### src/rtl/pef_pin_cell.sv
package pef_pkg;

   // Register map and field layout of the function control word.
   localparam logic [31:0] CTL_OFFSET     = 32'h0000_0000;
   localparam int          CTL_WIDTH      = 16;
   localparam logic [15:0] CTL_RESET      = 16'h0000;
   localparam int          PIN14_MODE_LSB = 12;
   localparam int          PIN13_MODE_LSB = 10;
   localparam int          PIN12_MODE_LSB = 8;
   localparam logic [15:0] CTL_RW_MASK    = 16'h3F00;

   // AHB-Lite encodings used by the slave.
   localparam logic [1:0]  HTRANS_NONSEQ  = 2'h2;
   localparam logic        HRESP_OKAY     = 1'h0;

   // What the third function of a pin does.
   localparam logic [1:0]  ALT_OUTPUT     = 2'h0;
   localparam logic [1:0]  ALT_INPUT      = 2'h1;
   localparam logic [1:0]  ALT_NONE       = 2'h2;

   typedef enum logic [1:0] {
      PEF_MD_PORT  = 2'b00,
      PEF_MD_TIMER = 2'b01,
      PEF_MD_ALT   = 2'b10,
      PEF_MD_RSVD  = 2'b11
   } pef_mode_t;

endpackage : pef_pkg

module pef_pin_cell #(
   parameter logic [1:0] ALT_KIND      = pef_pkg::ALT_OUTPUT,
   parameter bit         TIMER_ON_RSVD = 1'b0
) (
   // Clock and reset.
   input  wire logic       sys_clk,
   input  wire logic       rst,
   // Selection.
   input  wire logic [1:0] mode,
   input  wire logic       force_in,
   // Pad.
   input  wire logic       pin_i,
   output logic            pin_o,
   output logic            pin_oe,
   // Port function.
   input  wire logic       port_do,
   input  wire logic       port_oe,
   output logic            port_di,
   // Timer function.
   input  wire logic       tmr_do,
   input  wire logic       tmr_oe,
   output logic            tmr_di,
   // Third function and forced input.
   input  wire logic       alt_do,
   output logic            alt_di,
   output logic            force_di
);

   typedef struct packed {
      logic s1;
      logic s2;
      logic o;
      logic oe;
   } pef_cell_t;

   pef_cell_t cell_r;
   pef_cell_t cell_nxt;
   logic      sel_tmr;
   logic      sel_alt;

   always_comb begin
      sel_tmr = !force_in && (mode == pef_pkg::PEF_MD_TIMER ||
                (TIMER_ON_RSVD && mode == pef_pkg::PEF_MD_RSVD));
      sel_alt = !force_in && mode == pef_pkg::PEF_MD_ALT && ALT_KIND != pef_pkg::ALT_NONE;
      cell_nxt    = cell_r;
      cell_nxt.s1 = pin_i;
      cell_nxt.s2 = cell_r.s1;
      cell_nxt.o  = 1'b0;
      cell_nxt.oe = 1'b0;
      if (force_in) begin
         cell_nxt.oe = 1'b0;
      end else if (mode == pef_pkg::PEF_MD_PORT) begin
         cell_nxt.o  = port_do;
         cell_nxt.oe = port_oe;
      end else if (sel_tmr) begin
         cell_nxt.o  = tmr_do;
         cell_nxt.oe = tmr_oe;
      end else if (sel_alt && ALT_KIND == pef_pkg::ALT_OUTPUT) begin
         cell_nxt.o  = alt_do;
         cell_nxt.oe = 1'b1;
      end
   end

   always_ff @(posedge sys_clk) begin
      if (rst) begin
         cell_r <= '0;
      end else begin
         cell_r <= cell_nxt;
      end
   end

   assign pin_o    = cell_r.o;
   assign pin_oe   = cell_r.oe;
   assign port_di  = cell_r.s2;
   assign tmr_di   = sel_tmr ? cell_r.s2 : 1'b0;
   assign alt_di   = (sel_alt && ALT_KIND == pef_pkg::ALT_INPUT) ? cell_r.s2 : 1'b0;
   assign force_di = force_in ? cell_r.s2 : 1'b0;

endmodule : pef_pin_cell

### src/rtl/pef_pin_select.sv
// Overview of operation
// - Pin 14 mode: port, timer C, DMA acknowledge.
// - Pin 13 mode: port, timer B, manual reset.
// - Pin 12 mode: port or timer A.
// - Debug mode forces pin 12 to test clock.
//
// Implementation choices: the AHB-Lite register port and the address map.
module pef_pin_select #(
   parameter int HADDR_W = 32
) (
   // Clock and reset.
   input  wire logic               sys_clk,
   input  wire logic               rst,
   // AHB-Lite slave.
   input  wire logic               hsel,
   input  wire logic [HADDR_W-1:0] haddr,
   input  wire logic [1:0]         htrans,
   input  wire logic               hwrite,
   input  wire logic [2:0]         hsize,
   input  wire logic [31:0]        hwdata,
   input  wire logic               hready,
   output logic                    hreadyout,
   output logic                    hresp,
   output logic [31:0]             hrdata,
   // Debug emulator mode strap pin.
   input  wire logic               debug_emulator_mode_pin,
   // Pads of port E bits 14, 13 and 12.
   input  wire logic               port_bit_fourteen_i,
   output logic                    port_bit_fourteen_o,
   output logic                    port_bit_fourteen_oe,
   input  wire logic               port_bit_thirteen_i,
   output logic                    port_bit_thirteen_o,
   output logic                    port_bit_thirteen_oe,
   input  wire logic               port_bit_twelve_i,
   output logic                    port_bit_twelve_o,
   output logic                    port_bit_twelve_oe,
   // General port I/O, index 2 is bit 14, index 0 is bit 12.
   input  wire logic [2:0]         port_do,
   input  wire logic [2:0]         port_oe,
   output logic [2:0]              port_di,
   // Multi-function timer channel 4, index 2 is C, 1 is B, 0 is A.
   input  wire logic [2:0]         timer_ch4_do,
   input  wire logic [2:0]         timer_ch4_oe,
   output logic [2:0]              timer_ch4_di,
   // DMA unit, interrupt unit and debug unit.
   input  wire logic               dma_acknowledge_zero,
   output logic                    manual_reset_input,
   output logic                    test_clock_input,
   // Current pin modes.
   output logic [1:0]              pin14_mode,
   output logic [1:0]              pin13_mode,
   output logic [1:0]              pin12_mode
);

   if (HADDR_W < 4 || HADDR_W > 32) begin : g_chk
      $error("pef_pin_select: HADDR_W must lie between 4 and 32");
   end

   // The mode bits are stored as one six-bit slice, the bit 12 field lowest.
   if (pef_pkg::PIN13_MODE_LSB != pef_pkg::PIN12_MODE_LSB + 2 ||
       pef_pkg::PIN14_MODE_LSB != pef_pkg::PIN12_MODE_LSB + 4) begin : g_chk_fields
      $error("pef_pin_select: mode fields must be adjacent");
   end

   if (pef_pkg::PIN14_MODE_LSB + 2 > pef_pkg::CTL_WIDTH) begin : g_chk_width
      $error("pef_pin_select: mode fields must fit the control word");
   end

   // Whole slave state: debug strap synchroniser, the six mode bits, the address
   // of a write waiting for its data phase and the registered read data.
   typedef struct packed {
      logic                dbg_s1;
      logic                dbg_s2;
      logic [5:0]          modes;
      logic                wr_pend;
      logic [HADDR_W-1:0]  wr_addr;
      logic [31:0]         rdata;
   } pef_state_t;

   pef_state_t st_r;
   pef_state_t st_nxt;
   logic       take;
   logic       wr_now;
   logic [5:0] wr_modes;
   logic [15:0] ctl_view;

   // Only word addresses are decoded; the byte lane bits are ignored.
   function automatic logic hit_ctl(input logic [HADDR_W-1:0] a);
      hit_ctl = a[HADDR_W-1:2] == pef_pkg::CTL_OFFSET[HADDR_W-1:2];
   endfunction : hit_ctl

   // Unused and reserved bits of the control word read as zero.
   function automatic logic [15:0] ctl_word(input logic [5:0] m);
      ctl_word = {2'h0, m, 8'h00} & pef_pkg::CTL_RW_MASK;
   endfunction : ctl_word

   function automatic logic [1:0] field(input logic [15:0] w, input int lsb);
      field = w[lsb +: 2];
   endfunction : field

   // A write lands at the end of its data phase, when hwdata stands. The read data
   // is built from the mode bits as they will be after this edge, so a read that
   // directly follows a write returns the new value.
   always_comb begin
      take     = hsel && hready && htrans == pef_pkg::HTRANS_NONSEQ;
      wr_now   = st_r.wr_pend && hit_ctl(st_r.wr_addr);
      wr_modes = st_r.modes;
      if (wr_now) begin
         wr_modes = hwdata[pef_pkg::PIN12_MODE_LSB +: 6];
      end
      ctl_view = ctl_word(wr_modes);

      st_nxt        = st_r;
      st_nxt.dbg_s1 = debug_emulator_mode_pin;
      st_nxt.dbg_s2 = st_r.dbg_s1;
      st_nxt.modes  = wr_modes;
      st_nxt.wr_pend = 1'b0;
      if (take) begin
         st_nxt.wr_pend = hwrite;
         st_nxt.wr_addr = haddr;
         st_nxt.rdata   = 32'h0000_0000;
         if (!hwrite && hit_ctl(haddr)) begin
            // A write finishing in this cycle is forwarded to a read behind it.
            st_nxt.rdata = {16'h0000, ctl_view};
         end
      end
   end

   // Reset clears the synchroniser and the pending write; every pin starts as port I/O.
   always_ff @(posedge sys_clk) begin
      if (rst) begin
         st_r       <= '0;
         st_r.modes <= pef_pkg::CTL_RESET[pef_pkg::PIN12_MODE_LSB +: 6];
      end else begin
         st_r <= st_nxt;
      end
   end

   // Zero wait states and no error response: every transfer ends in its data phase.
   assign hreadyout = 1'b1;
   assign hresp     = pef_pkg::HRESP_OKAY;
   assign hrdata    = st_r.rdata;

   // The mode outputs follow the stored control word, so they change one cycle
   // after the data phase of a write, and the pads one cycle later still.
   assign pin14_mode = field(ctl_word(st_r.modes), pef_pkg::PIN14_MODE_LSB);
   assign pin13_mode = field(ctl_word(st_r.modes), pef_pkg::PIN13_MODE_LSB);
   assign pin12_mode = field(ctl_word(st_r.modes), pef_pkg::PIN12_MODE_LSB);

   // Bit 14: port, timer C, DMA acknowledge output; code 11 leaves the pad released.
   // In DMA mode the pad is always driven and carries the acknowledge level.
   pef_pin_cell #(
      .ALT_KIND      (pef_pkg::ALT_OUTPUT),
      .TIMER_ON_RSVD (1'b0)
   ) u_pin14 (
      .sys_clk  (sys_clk),
      .rst      (rst),
      .mode     (pin14_mode),
      .force_in (1'b0),
      .pin_i    (port_bit_fourteen_i),
      .pin_o    (port_bit_fourteen_o),
      .pin_oe   (port_bit_fourteen_oe),
      .port_do  (port_do[2]),
      .port_oe  (port_oe[2]),
      .port_di  (port_di[2]),
      .tmr_do   (timer_ch4_do[2]),
      .tmr_oe   (timer_ch4_oe[2]),
      .tmr_di   (timer_ch4_di[2]),
      .alt_do   (dma_acknowledge_zero),
      .alt_di   (),
      .force_di ()
   );

   // Bit 13: port, timer B, manual reset input; code 11 leaves the pad released.
   // The manual reset level is passed on without a change of polarity.
   pef_pin_cell #(
      .ALT_KIND      (pef_pkg::ALT_INPUT),
      .TIMER_ON_RSVD (1'b0)
   ) u_pin13 (
      .sys_clk  (sys_clk),
      .rst      (rst),
      .mode     (pin13_mode),
      .force_in (1'b0),
      .pin_i    (port_bit_thirteen_i),
      .pin_o    (port_bit_thirteen_o),
      .pin_oe   (port_bit_thirteen_oe),
      .port_do  (port_do[1]),
      .port_oe  (port_oe[1]),
      .port_di  (port_di[1]),
      .tmr_do   (timer_ch4_do[1]),
      .tmr_oe   (timer_ch4_oe[1]),
      .tmr_di   (timer_ch4_di[1]),
      .alt_do   (1'b0),
      .alt_di   (manual_reset_input),
      .force_di ()
   );

   // Bit 12: port or timer A; code 11 is served as timer A as well. The debug strap
   // passes two flip-flops first, so the test clock input follows the pad from the second
   // edge after the strap rises and the pad is released from the third; the mode field is kept.
   pef_pin_cell #(
      .ALT_KIND      (pef_pkg::ALT_NONE),
      .TIMER_ON_RSVD (1'b1)
   ) u_pin12 (
      .sys_clk  (sys_clk),
      .rst      (rst),
      .mode     (pin12_mode),
      .force_in (st_r.dbg_s2),
      .pin_i    (port_bit_twelve_i),
      .pin_o    (port_bit_twelve_o),
      .pin_oe   (port_bit_twelve_oe),
      .port_do  (port_do[0]),
      .port_oe  (port_oe[0]),
      .port_di  (port_di[0]),
      .tmr_do   (timer_ch4_do[0]),
      .tmr_oe   (timer_ch4_oe[0]),
      .tmr_di   (timer_ch4_di[0]),
      .alt_do   (1'b0),
      .alt_di   (),
      .force_di (test_clock_input)
   );

endmodule : pef_pin_select

### config.mk
export PLATFORM = sky130hd
export DESIGN_NAME = pef_pin_select
export DESIGN_NICKNAME = d
export VERILOG_FILES = /design/src/rtl/pef_pin_cell.sv /design/src/rtl/pef_pin_select.sv
export SDC_FILE = /design/constraint.sdc
export NUM_CORES = 1
export LEC_CHECK = 0
export BUFFER_PORTS_ARGS = -buffer_cell sky130_fd_sc_hd__clkbuf_2
export CAP_MARGIN = 30
export CORE_AREA = 2 2 63 95
export CTS_CLUSTER_SIZE = 24
export DETAILED_ROUTE_END_ITERATION = 10
export DIE_AREA = 0 0 65 97
export PLACE_DENSITY_LB_ADDON = 0.25
export SETUP_SLACK_MARGIN = 0.5
export SLEW_MARGIN = 25
export SYNTH_ARGS = -nofsm -noshare
export SYNTH_HDL_FRONTEND = slang
export SYNTH_SLANG_ARGS = --single-unit
### constraint.sdc
create_clock -name sys_clk -period 4.29 [get_ports sys_clk]
set_input_delay 0.429 -clock sys_clk [delete_from_list [all_inputs] [get_ports sys_clk]]
set_output_delay 0.429 -clock sys_clk [all_outputs]
set_load 0.02 [all_outputs]
### Word level (Yosys, flattened, before mapping)

Index checks and enable logic that the tools add are counted.
W data, S select, Z words.

| storage, ports and cells | value |
|---|---|
| flip-flop bits (word level) | 85 |
| logic and storage cells | 55 |
| output and inout port bits | 54 |

| operators by class | value |
|---|---|
| eq/ne operators | 7 |
| reduce and logical (&&, ||, !) cells | 15 |
| mux-type cells | 14 |
| bitwise gates (word level) | 1 |

Operator list:

| operator | count |
|---|---|
| $logic_not A30 Y1 | 2 |
| $mux W14 | 1 |
| $mux W2 | 7 |
| $eq A2 B2 Y1 const B | 4 |
| $eq A2 B1 Y1 const B | 3 |
| $logic_not A2 Y1 | 3 |
| $mux W6 | 1 |
| $logic_and A1 B1 Y1 | 5 |
| $mux W1 | 5 |
| $reduce_or A2 Y1 | 2 |
| $logic_not A1 Y1 | 2 |
| $logic_or A1 B1 Y1 | 1 |
| $not A1 Y1 | 1 |

### Longest topological paths before layout

Gate-level depths: netlist (run 1).

| depth | value |
|---|---|
| word-level depth | 5 |
| depth in mapped cells | 5 |
| depth with buffers taken out | 5 |

### Modules after synthesis

From an unflattened synthesis (run 1), not the netlist that was laid out.

| second synthesis, totals | value |
|---|---|
| cells, all modules | 288 |
| area total of the unflattened synthesis | 2468.6 um^2 |

Modules (own cells, without submodules):

| module | cells each | sequential area each (um^2) | area an instance (um^2) | times used |
|---|---|---|---|---|
| pef_pin_select | 240 | 900.9 | 1975.6 | 1 |
| pef_pin_cell (u_pin14) | 19 | 80.1 | 178.9 | 1 |
| pef_pin_cell (u_pin12) | 16 | 80.1 | 160.2 | 1 |
| pef_pin_cell (u_pin13) | 13 | 80.1 | 153.9 | 1 |

### Worst setup path after synthesis (run 1)

No wires, ideal clock.

| path | value |
|---|---|
| path type | in2reg |
| start | in haddr[22] |
| end | reg st_r, in the netlist hrdata[10] |
| arrival | 1414 ps |
| stages on the path | 4 |
| required time | 4221 ps |
| slack | 2807 ps |
| cell sequence | nor4_2 -> nand4_1 -> or4_4 -> o21ai_1 |

| on the way | value |
|---|---|
| word-level cells in the longest chain between the ends | 3 |

RTL lines:

| item | RTL line | text |
|---|---|---|
| start: declaration | pef_pin_select.sv:16 | `input wire logic [HADDR_W-1:0] haddr,` |
| $logic_not A30 Y1 | pef_pin_select.sv:89 | `hit_ctl = a[HADDR_W-1:2] == pef_pkg::CTL_OFFSET[HADDR_W-1:2];` |
| $logic_and A1 B1 Y1 | pef_pin_select.sv:122 | `if (!hwrite && hit_ctl(haddr)) begin` |
| $mux W14 | pef_pin_select.sv:122 |  |
| end signal: assignment | pef_pin_select.sv:135 | `st_r <= st_nxt;` |
| end: declaration | pef_pin_select.sv:80 | `pef_state_t st_r;` |

No other way between the ends.
A chain may end at the register's enable or synchronous reset.

### Worst setup path in the final report (run 1)

| path | value |
|---|---|
| start | reg st_r[42] (netlist bit) |
| end | reg st_r, in the netlist hrdata[12] |

| on the way | value |
|---|---|
| word-level cells in the longest chain between the ends | 4 |

RTL lines:

| item | RTL line | text |
|---|---|---|
| $logic_not A30 Y1 | pef_pin_select.sv:89 |  |
| $logic_and A1 B1 Y1 | pef_pin_select.sv:106 | `wr_now = st_r.wr_pend && hit_ctl(st_r.wr_addr);` |
| $mux W6 | pef_pin_select.sv:108 | `if (wr_now) begin` |
| $mux W14 | pef_pin_select.sv:122 |  |

No other way between the ends.

==> flow_summary.ini, run 1 <==
[floorplanning]
dieHeight_um = 97
rows = 33
die_x_um = 65
initial_utilization = 0.451
die_area_sq_um = 6310
ios = 145
core_area_sq_um = 5410

[routing]
ant_nets = 0
first_iter_violations = 63
drc = 0
finalWirelength_um = 5000
routed-via-count = 2040
viasPerCell = 4.74
first_pass_iters = 4
wl_per_cell_um = 11.6

[clock_tree]
clkTransAtPathRegs_ps = 60
post_cts_buffers = 0
postCtsResizedCells = 0
cts_tree = yes
htreeDepth = 3
clk_path_buf_depth = 2
cts.sinks = 57
cts_made_buffers = 9
holdBufCountCts = 0
worst_skew_pair.late_latency_ps = 330
clockRootBuffer = clkbuf_8

[sta]
tns_ps = 0
layout_setup_ws_ps = 2640
setup_viol = 0
fmax_mhz = 605
tightest_slew_ps = 558
grt_setup_unrepaired = no
drv_slew = 0
fin_worst_skew_ps = 7.24
layout_min_cycle_time_ps = 1650
period_share = 0.385
max_slew_margin = 0.628
hold_viol_final = 0

[final_layout]
antenna_cells = 0
nFillCells = 550
layout.cells.non_filler = 430
final_cell_mix = 85 x clkbuf_2, 68 x nand2_1, 57 x dfxtp_1, 30 x a21oi_1, 28 x conb_1
nets = 446
area.sequential_sq_um = 1140
multi_input_area_sq_um = 998
syn_to_final_growth_pct = 19.4
post-route-cell-area_sq_um = 2910
layout_commonest_cell = clkbuf_2
drive_gt1_frac = 0.297

[worst_setup_path]
crit_buf_inv = 0
crit_chain = nor4_1 > nand4_1 > nor2_4 > mux2i_1 > o21ai_1
startpoint_type = flip-flop
crit_path_end_kind = flip-flop
cp_slowest_cell = nor4_1
max_stage_delay_ps = 350
crit_family = simple AND/OR/NAND/NOR gates
crit_fanout = 6
critical_path_class = flip-flop to flip-flop
crit_arrival_ps = 1860
cp.required_ps = 4500

[power_and_ir_drop]
p_per_area_nw_per_um2 = 400
cellLeakagePower_nw = 1.26
vdd_ir_drop_max_mv = 0.231
p_total_mw = 1.16

[placed_design]
portBuffers = 85
place_area_sq_um = 2710
placed_cells_incl_taps = 414
pre_cts_ws_ps = 2410
gp_congestion = 0.729
dp_hpwl_um = 3780

[synth]
synth_cell_types = 27
yosysWarnings = 0
ys_seq_elements = 57
synth-seq-area-share = 0.468
syn_area_sq_um = 2440
syn_area_per_cell_sq_um = 8.44
synthesis.instances = 289

[hold_path]
hold_path_class = input port to flip-flop

[global_route]
grt_max_degree = 33
grt_overflow_total = 0
grt_antenna_before_repair = 0
grt_first_pass_wirelength_um = 7890
grt_pass1_vias = 1846
grt.total_usage = 0.163

[outcome]
status = finished, final reports clean

[flow_run]
maxCapViolations = 0
## sequential cells by signal, indices dropped and copies added (netlist names), 2 cells and up
| name | cells |
|---|---|
| pin14_mode | 2 |
| pin12_mode | 2 |
| hrdata | 6 |
| st_r | 32 |
| pin13_mode | 2 |
## cell type report
type | instances | area share
Tap cell | 70 | 0.0301
Sequential cell | 57 | 0.392
Clock buffer | 14 | 0.0593
Timing Repair Buffer | 88 | 0.163
Clock inverter | 2 | 0.0120
Inverter | 1 | 0.00129
Multi-Input combinational cell | 198 | 0.343
## stage by stage
step                hold WS [ps]   util
global route                 325  0.539
floorplan                    414      -
global placement             416  0.492
finish                       316  0.539
detailed placement           427  0.500
CTS                          312  0.539
## per-layer routing
layer / vias up / GRT usage / wire (um)
met3: 9 / 0.0349 / 318
met5: - / 0 / 0
met1: 927 / 0.174 / 1910
met4: 0 / 0.0982 / 128
met2: 79 / 0.284 / 2640
li1: 1025 / - / -
## final timing paths
kind                                          start                  end  slack [ps]  depth (start not counted)
worst min register to register           st_nxt[71]             st_r[71]         430                          1
worst max-delay path                       st_r[42]           hrdata[12]        2640                          5
worst min-delay path            port_bit_fourteen_i  u_pin14.cell_nxt[2]         320                          2
worst max register to register             st_r[42]           hrdata[12]        2640                          5
## where the power goes
group	total (mW)	switching (mW)	internal, mW
logic	0.105	0.0667	0.0388
registers	0.548	0.00548	0.542
clock network	0.511	0.196	0.315
## synthesized netlist by cell type
cell,number,share of area
a211oi_1,1,0.0031
a31oi_1,1,0.0026
nand4_1,4,0.010
inv_1,1,0.0015
nor2_1,11,0.017
nand2_1,68,0.10
and4b_1,1,0.0041
and3b_1,2,0.0072
nand4b_1,1,0.0036
nor2b_1,8,0.021
nor4_1,10,0.026
and3_1,1,0.0026
clkbuf_1,13,0.020
conb_1,2,0.0031
mux2i_1,9,0.037
nor2_4,1,0.0046
nor3_1,7,0.014
buf_4,46,0.14
dfxtp_1,57,0.47
or4_4,1,0.0046
a21oi_1,30,0.062
nor3b_1,1,0.0031
o21ai_1,6,0.012
and2_1,1,0.0026
a22oi_1,2,0.0062
nor4_2,3,0.015
nor4b_1,1,0.0036
## worst reg2reg max path: stages (launching register included)
cell     delay [ps]
dfxtp_1         310
nor4_1          350
nand4_1         220
nor2_4          290
mux2i_1         290
o21ai_1          80
## cells by family (layout without fill, tap and decap cells)
family	Yosys count	count (layout)	synth area share
AND/OR/NAND/NOR	121	121	0.244
buffers and inverters	60	105	0.163
flip-flops	57	57	0.468
AO/OA/AOI/OAI	40	40	0.0856
multiplexers	9	9	0.0369
other	2	28	0.00308
Note: power is estimated with default switching activity, not from simulation.
==> inputs of run 2 (changes only) <==
--- a/config.mk
+++ b/config.mk
@@ -5,12 +5,13 @@
 export SDC_FILE = /design/constraint.sdc
 export NUM_CORES = 1
 export LEC_CHECK = 0
+export ABC_AREA = 1
 export BUFFER_PORTS_ARGS = -buffer_cell sky130_fd_sc_hd__clkbuf_2
 export CAP_MARGIN = 30
-export CORE_AREA = 2 2 63 95
+export CORE_AREA = 2 2 70 105
 export CTS_CLUSTER_SIZE = 24
 export DETAILED_ROUTE_END_ITERATION = 10
-export DIE_AREA = 0 0 65 97
+export DIE_AREA = 0 0 72 107
 export PLACE_DENSITY_LB_ADDON = 0.25
 export SETUP_SLACK_MARGIN = 0.5
 export SLEW_MARGIN = 25
==> constraint.sdc (replaced) <==
create_clock -name sys_clk -period 1.5 [get_ports sys_clk]
set_input_delay 0.15 -clock sys_clk [delete_from_list [all_inputs] [get_ports sys_clk]]
set_output_delay 0.15 -clock sys_clk [all_outputs]
set_load 0.02 [all_outputs]
==> run 2 against run 1 <==
Effect of this change:
- core utilization down 3.1 points
- first-iteration DRC count up 120%
- register-to-register slack worse by 2500 ps
- sequential share of layout area down 5.5 points
- fmax grew 25%
- via count up 17%
- combinational power rose to 3.7 times the previous value
- critical path type unchanged
==> flow_summary.ini, run 2 <==
[final_layout]
final_util = 0.508
nets = 541
final_cell_mix = 97 x nor2_1, 63 x clkbuf_2, 41 x dfxtp_1, 35 x nand2_1, 34 x o21ai_0
drive_gt1_frac = 0.334
largest_reg_flops = 32
antenna_cells = 0
layout_commonest_cell = nor2_1
syn_to_final_growth_pct = 31.0
largest_register = st_r

[global_route]
grt.total_usage = 0.160
grt_overflow_total = 0
grt_max_degree = 51
grt_first_pass_wirelength_um = 9450
grt_antenna_before_repair = 0
grt_pass1_vias = 2213

[worst_setup_path]
crit_arrival_ps = 1550
crit_buf_inv = 0
r2r_slack_ps = 180
startpoint_type = flip-flop
crit_path_end_kind = flip-flop
crit_fanout = 7
max_stage_delay_ps = 320
crit_family = simple AND/OR/NAND/NOR gates
crit_chain = nor2_2 > nand2_1 > nor2_2 > nand2_4 > nor2_4 > nand2_1 > and3_1
cp.required_ps = 1730
critical_path_class = flip-flop to flip-flop
cp_slowest_cell = dfxtp_2

[placed_design]
dp_hpwl_um = 4090
portBuffers = 85
gp_congestion = 0.766

[clock_tree]
worst_skew_pair.late_latency_ps = 340
cts_made_buffers = 9
clk_path_buf_depth = 2
clockRootBuffer = clkbuf_8
cts.sinks = 57
clkTransAtPathRegs_ps = 70
htreeDepth = 3
cts_tree = yes

[power_and_ir_drop]
p_per_area_nw_per_um2 = 979
vdd_ir_drop_max_mv = 0.736
pwr-share-seq = 0.468
net-switching-power_mw = 0.871
cell_internal_pwr_mw = 2.51
cellLeakagePower_nw = 1.75
p_sw_frac = 0.257
clockPowerShare = 0.417
pwr-share-comb = 0.115

[routing]
wl_per_cell_um = 11.1
finalWirelength_um = 5940
routed-via-count = 2389
first_pass_iters = 4
viasPerCell = 4.48
ant_nets = 0
drc = 0
first_iter_violations = 136

[synth]
syn_area_sq_um = 2640
syn_area_per_cell_sq_um = 7.17
ys_seq_elements = 57
yosysWarnings = 0
synth_top_area_share = 0.433
ys_async_sr_fraction = 0
synth-edff-count = 0
yosys.area.top_type = dfxtp_1
synth_area_leaders = dfxtp_1 43%, nor2_1 15%, buf_4 13%
synth_cell_types = 18
synthFlopType = dfxtp_1
synthesis.instances = 368
synth_common_cells = 103 x nor2_1, 57 x dfxtp_1, 46 x buf_4, 36 x nand2_1, 36 x o21ai_0
synth.most_common_cell = nor2_1
synth-seq-area-share = 0.433

[sta]
period_share = 0.883
fin_worst_skew_ps = 9.00
layout_min_cycle_time_ps = 1320
max_slew_margin = 0.612
drv_slew = 0
tightest_slew_ps = 581
grt_setup_unrepaired = yes
tns_ps = 0
setup_viol = 0
hold_viol_final = 0
fmax_mhz = 755

[floorplanning]
ios = 145
core_area_sq_um = 6810
die_area_sq_um = 7700
dieHeight_um = 107
die_x_um = 72
initial_utilization = 0.388
rows = 37

[hold_path]
hold_path_class = input port to flip-flop

[outcome]
status = finished, final reports clean

[flow_run]
maxCapViolations = 0
[run 2: cell count changes after synthesis, moves of 9 or more]
cell     before  now
a21oi_1      30    7
o21ai_0       0   36
nand2_1      68   36
nor2_1       11  103
inv_1         1   27
mux2i_1       9    0
nor4_1       10    0
nand3_1       0   20
[run 2: path summary, 6_finish.rpt]
check,start,end,cells after the start
hold / removal,port_do[1],u_pin13.pin_o,3
setup / recovery,st_r[56],pin14_mode[0],7
setup reg to reg,st_r[56],pin14_mode[0],7
hold reg to reg,u_pin13.cell_nxt[2],u_pin13.port_di,2
[run 2: area by class of cell]
type / instances / area (sq um)
Clock buffer: 11 / 141
Clock inverter: 5 / 55.1
Timing Repair Buffer: 103 / 753
Multi-Input combinational cell: 251 / 1140
Fill cell: 687 / 3350
Sequential cell: 57 / 1160
Inverter: 28 / 105
Tap cell: 78 / 97.6
[run 2: logic make-up (layout without fill, tap and decap cells)]
kind of cell    count (synthesis)  count (layout)  synth area share
buf+inv                        86             147             0.191
flops                          57              57             0.433
other cells                     2              28           0.00285
compound gates                 43              43            0.0816
simple gates                  180             180             0.292
[run 2: layer usage]
layer | global-route usage | wire length (um) | vias up
li1 | - | - | 1255
met1 | 0.173 | 2470 | 1047
met2 | 0.282 | 3020 | 78
met3 | 0.0461 | 352 | 9
met4 | 0.0728 | 99 | 0
met5 | 0 | 0 | -
[run 2: worst register-to-register path: stages, from the launching register on]
cell	delay [ps]
dfxtp_2	320
nor2_2	100
nand2_1	70
nor2_2	170
nand2_4	110
nor2_4	180
nand2_1	90
and3_1	180
[run 2: per-stage QoR]
| stage | power, mW | std cells | hold WS [ps] | cell area, sq um | setup slack [ps] |
|---|---|---|---|---|---|
| 3_3_place_gp | 1.96 | 502 | 345 | 2900 | 157 |
| 4_1_cts | 3.42 | 530 | 35.5 | 3390 | 180 |
| 3_5_place_dp | 1.97 | 502 | 350 | 2900 | 127 |
| 5_1_grt | 3.55 | 533 | 45.6 | 3450 | 61.6 |
| 6_report | 3.38 | 533 | 53.3 | 3450 | 176 |
| 2_1_floorplan | 1.89 | 394 | 219 | 2740 | 373 |
[run 2: timing repair]
item	4_1_cts	5_1_grt
gates resized for setup	56	28
endpoints found under the setup margin	31	32
setup buffers	8	3
hold buffers	4	0
endpoints found under the hold margin	4	0
cloned	0	0
pin swaps	14	3
[run 2: power by group through the flow]
| stage | clock, mW | sequential (mW) | combinational (mW) |
|---|---|---|---|
| finish | 1.41 | 1.58 | 0.390 |
| CTS | 1.47 | 1.58 | 0.375 |
| floorplan | 0 | 1.62 | 0.265 |
| global route | 1.53 | 1.59 | 0.436 |
| detailed placement | 0 | 1.61 | 0.352 |
| global placement | 0 | 1.61 | 0.350 |
==> inputs of run 3 (changes only) <==
--- a/config.mk
+++ b/config.mk
@@ -8,10 +8,10 @@
 export ABC_AREA = 1
 export BUFFER_PORTS_ARGS = -buffer_cell sky130_fd_sc_hd__clkbuf_2
 export CAP_MARGIN = 30
-export CORE_AREA = 2 2 70 105
+export CORE_AREA = 2 2 85 87
 export CTS_CLUSTER_SIZE = 24
 export DETAILED_ROUTE_END_ITERATION = 10
-export DIE_AREA = 0 0 72 107
+export DIE_AREA = 0 0 87 89
 export PLACE_DENSITY_LB_ADDON = 0.25
 export SETUP_SLACK_MARGIN = 0.5
 export SLEW_MARGIN = 25
==> run 3 against run 2 <==
Effect of this change:
- count of clock-buffer cells in the layout decreased by 1
- total power increased by 4.4%
- register-to-register slack about the same
- global-route usage decreased by 0.27 points
- sequential power about the same
- clock power increased by 9.9%
- cell count increased by 0.56%
- combinational power increased by 4%
- core utilization increased by 2.0 points
- critical path type unchanged
==> flow_summary.ini, run 3 (synthesized netlist as in run 2, its figures left out) <==
[global_route]
grt_antenna_before_repair = 0
grt_overflow_total = 0
grt.total_usage = 0.157
grt_pass1_vias = 2074
grt_first_pass_wirelength_um = 9320
grt_max_degree = 51

[sta]
grt_setup_unrepaired = yes
period_share = 0.878
layout_min_cycle_time_ps = 1320
setup_viol = 0
fin_hold_ws_ps = 44.5
tightest_slew_ps = 595
fin_worst_skew_ps = 9.89
drv_slew = 0
tns_ps = 0
hold_viol_final = 0
layout_setup_ws_ps = 183
fmax_mhz = 759
max_slew_margin = 0.603

[clock_tree]
worst_skew_pair.late_latency_ps = 340
clockRootBuffer = clkbuf_8
htreeDepth = 3
clkTransAtPathRegs_ps = 70
clk_path_buf_depth = 2
cts_made_buffers = 9
cts.sinks = 57
cts_tree = yes

[final_layout]
final_util = 0.528
final_cell_mix = 94 x nor2_1, 63 x clkbuf_2, 39 x dfxtp_1, 36 x o21ai_0, 29 x nand2_1
nFillCells = 650
largest_reg_flops = 32
post-route-cell-area_sq_um = 3550
largest_register = st_r
nets = 542
layout.cells.non_filler = 536
syn_to_final_growth_pct = 34.5
antenna_cells = 0
drive_gt1_frac = 0.362
layout_commonest_cell = nor2_1

[power_and_ir_drop]
p_per_area_nw_per_um2 = 996
vdd_ir_drop_max_mv = 0.535
p_total_mw = 3.53
cellLeakagePower_nw = 1.78

[worst_setup_path]
startpoint_type = flip-flop
r2r_slack_ps = 180
endpoint = pin13_mode[0]
reg2reg_depth = 7
cp.required_ps = 1740
crit_arrival_ps = 1550
critical_path_class = flip-flop to flip-flop
crit_path_end_kind = flip-flop
timing.rr.end = pin13_mode[0]
crit_fanout = 7
reg2reg_from = st_r[55]
crit_start = st_r[55]

[floorplanning]
dieHeight_um = 89
die_area_sq_um = 7740
rows = 30
ios = 145
core_area_sq_um = 6720
initial_utilization = 0.393
die_x_um = 87

[placed_design]
place_area_sq_um = 2910
dp_hpwl_um = 3990
pre_cts_ws_ps = 141
portBuffers = 85
gp_congestion = 0.750
placed_cells_incl_taps = 505

[routing]
drc = 0
viasPerCell = 4.51
finalWirelength_um = 5850
first_pass_iters = 4
first_iter_violations = 47
routed-via-count = 2420
ant_nets = 0
wl_per_cell_um = 10.9

[outcome]
status = finished, final reports clean

[flow_run]
maxCapViolations = 0

[hold_path]
hold_path_class = input port to flip-flop
-- run 3: layer usage --
metal	routed length [um]	share of wire	track usage	up-vias
met4	118	0.020	0.0852	0
li1	-	-	-	1258
met2	2750	0.47	0.248	85
met3	389	0.066	0.0416	10
met5	0	0	0	-
met1	2600	0.44	0.196	1067
-- run 3: where the power goes --
group          switching (mW)  total, mW  internal (mW)  leakage (nW)
logic                   0.251      0.407          0.157          1.20
clock network           0.619       1.55          0.926         0.106
registers              0.0222       1.58           1.56         0.474
-- run 3: final cells by class --
class                      count  area (sq um)  share of cell area
multi-input combinational    251          1190               0.335
inverter                      28           110              0.0310
clock buffer                  10           128              0.0360
clock inverter                 6          82.6              0.0233
timing repair buffer         104           768               0.217
tap                           80           100              0.0282
sequential                    57          1170               0.330
-- run 3: worst max-delay path: stages (launching register included) --
cell     delay [ps]
dfxtp_2         320
nor2_2          110
nand2_2          70
nor2_4          130
nand2_4          90
nor2_4          230
nand2_1         100
and3_1          170
-- run 3: worst min-delay path by stage --
stage / slack [ps] / cells past startpoint / endpoint / start
2_1_floorplan: 220 / 1 / st_r[34] / rst
3_3_place_gp: 350 / 3 / u_pin12.cell_nxt[2] / port_bit_twelve_i
3_5_place_dp: 350 / 3 / u_pin12.cell_nxt[2] / port_bit_twelve_i
4_1_cts: 30 / 3 / st_r[64] / hwrite
5_1_grt: 40 / 3 / st_r[64] / hwrite
6_report: 40 / 3 / st_r[64] / hwrite
-- run 3: repair_timing --
item                                    in CTS  in global routing
endpoints found under the setup margin      29                 33
endpoints found under the hold margin        4                  0
setup buffers                                8                  3
hold buffers                                 4                  0
pin swaps                                   13                 14
gates resized for setup                     57                 55
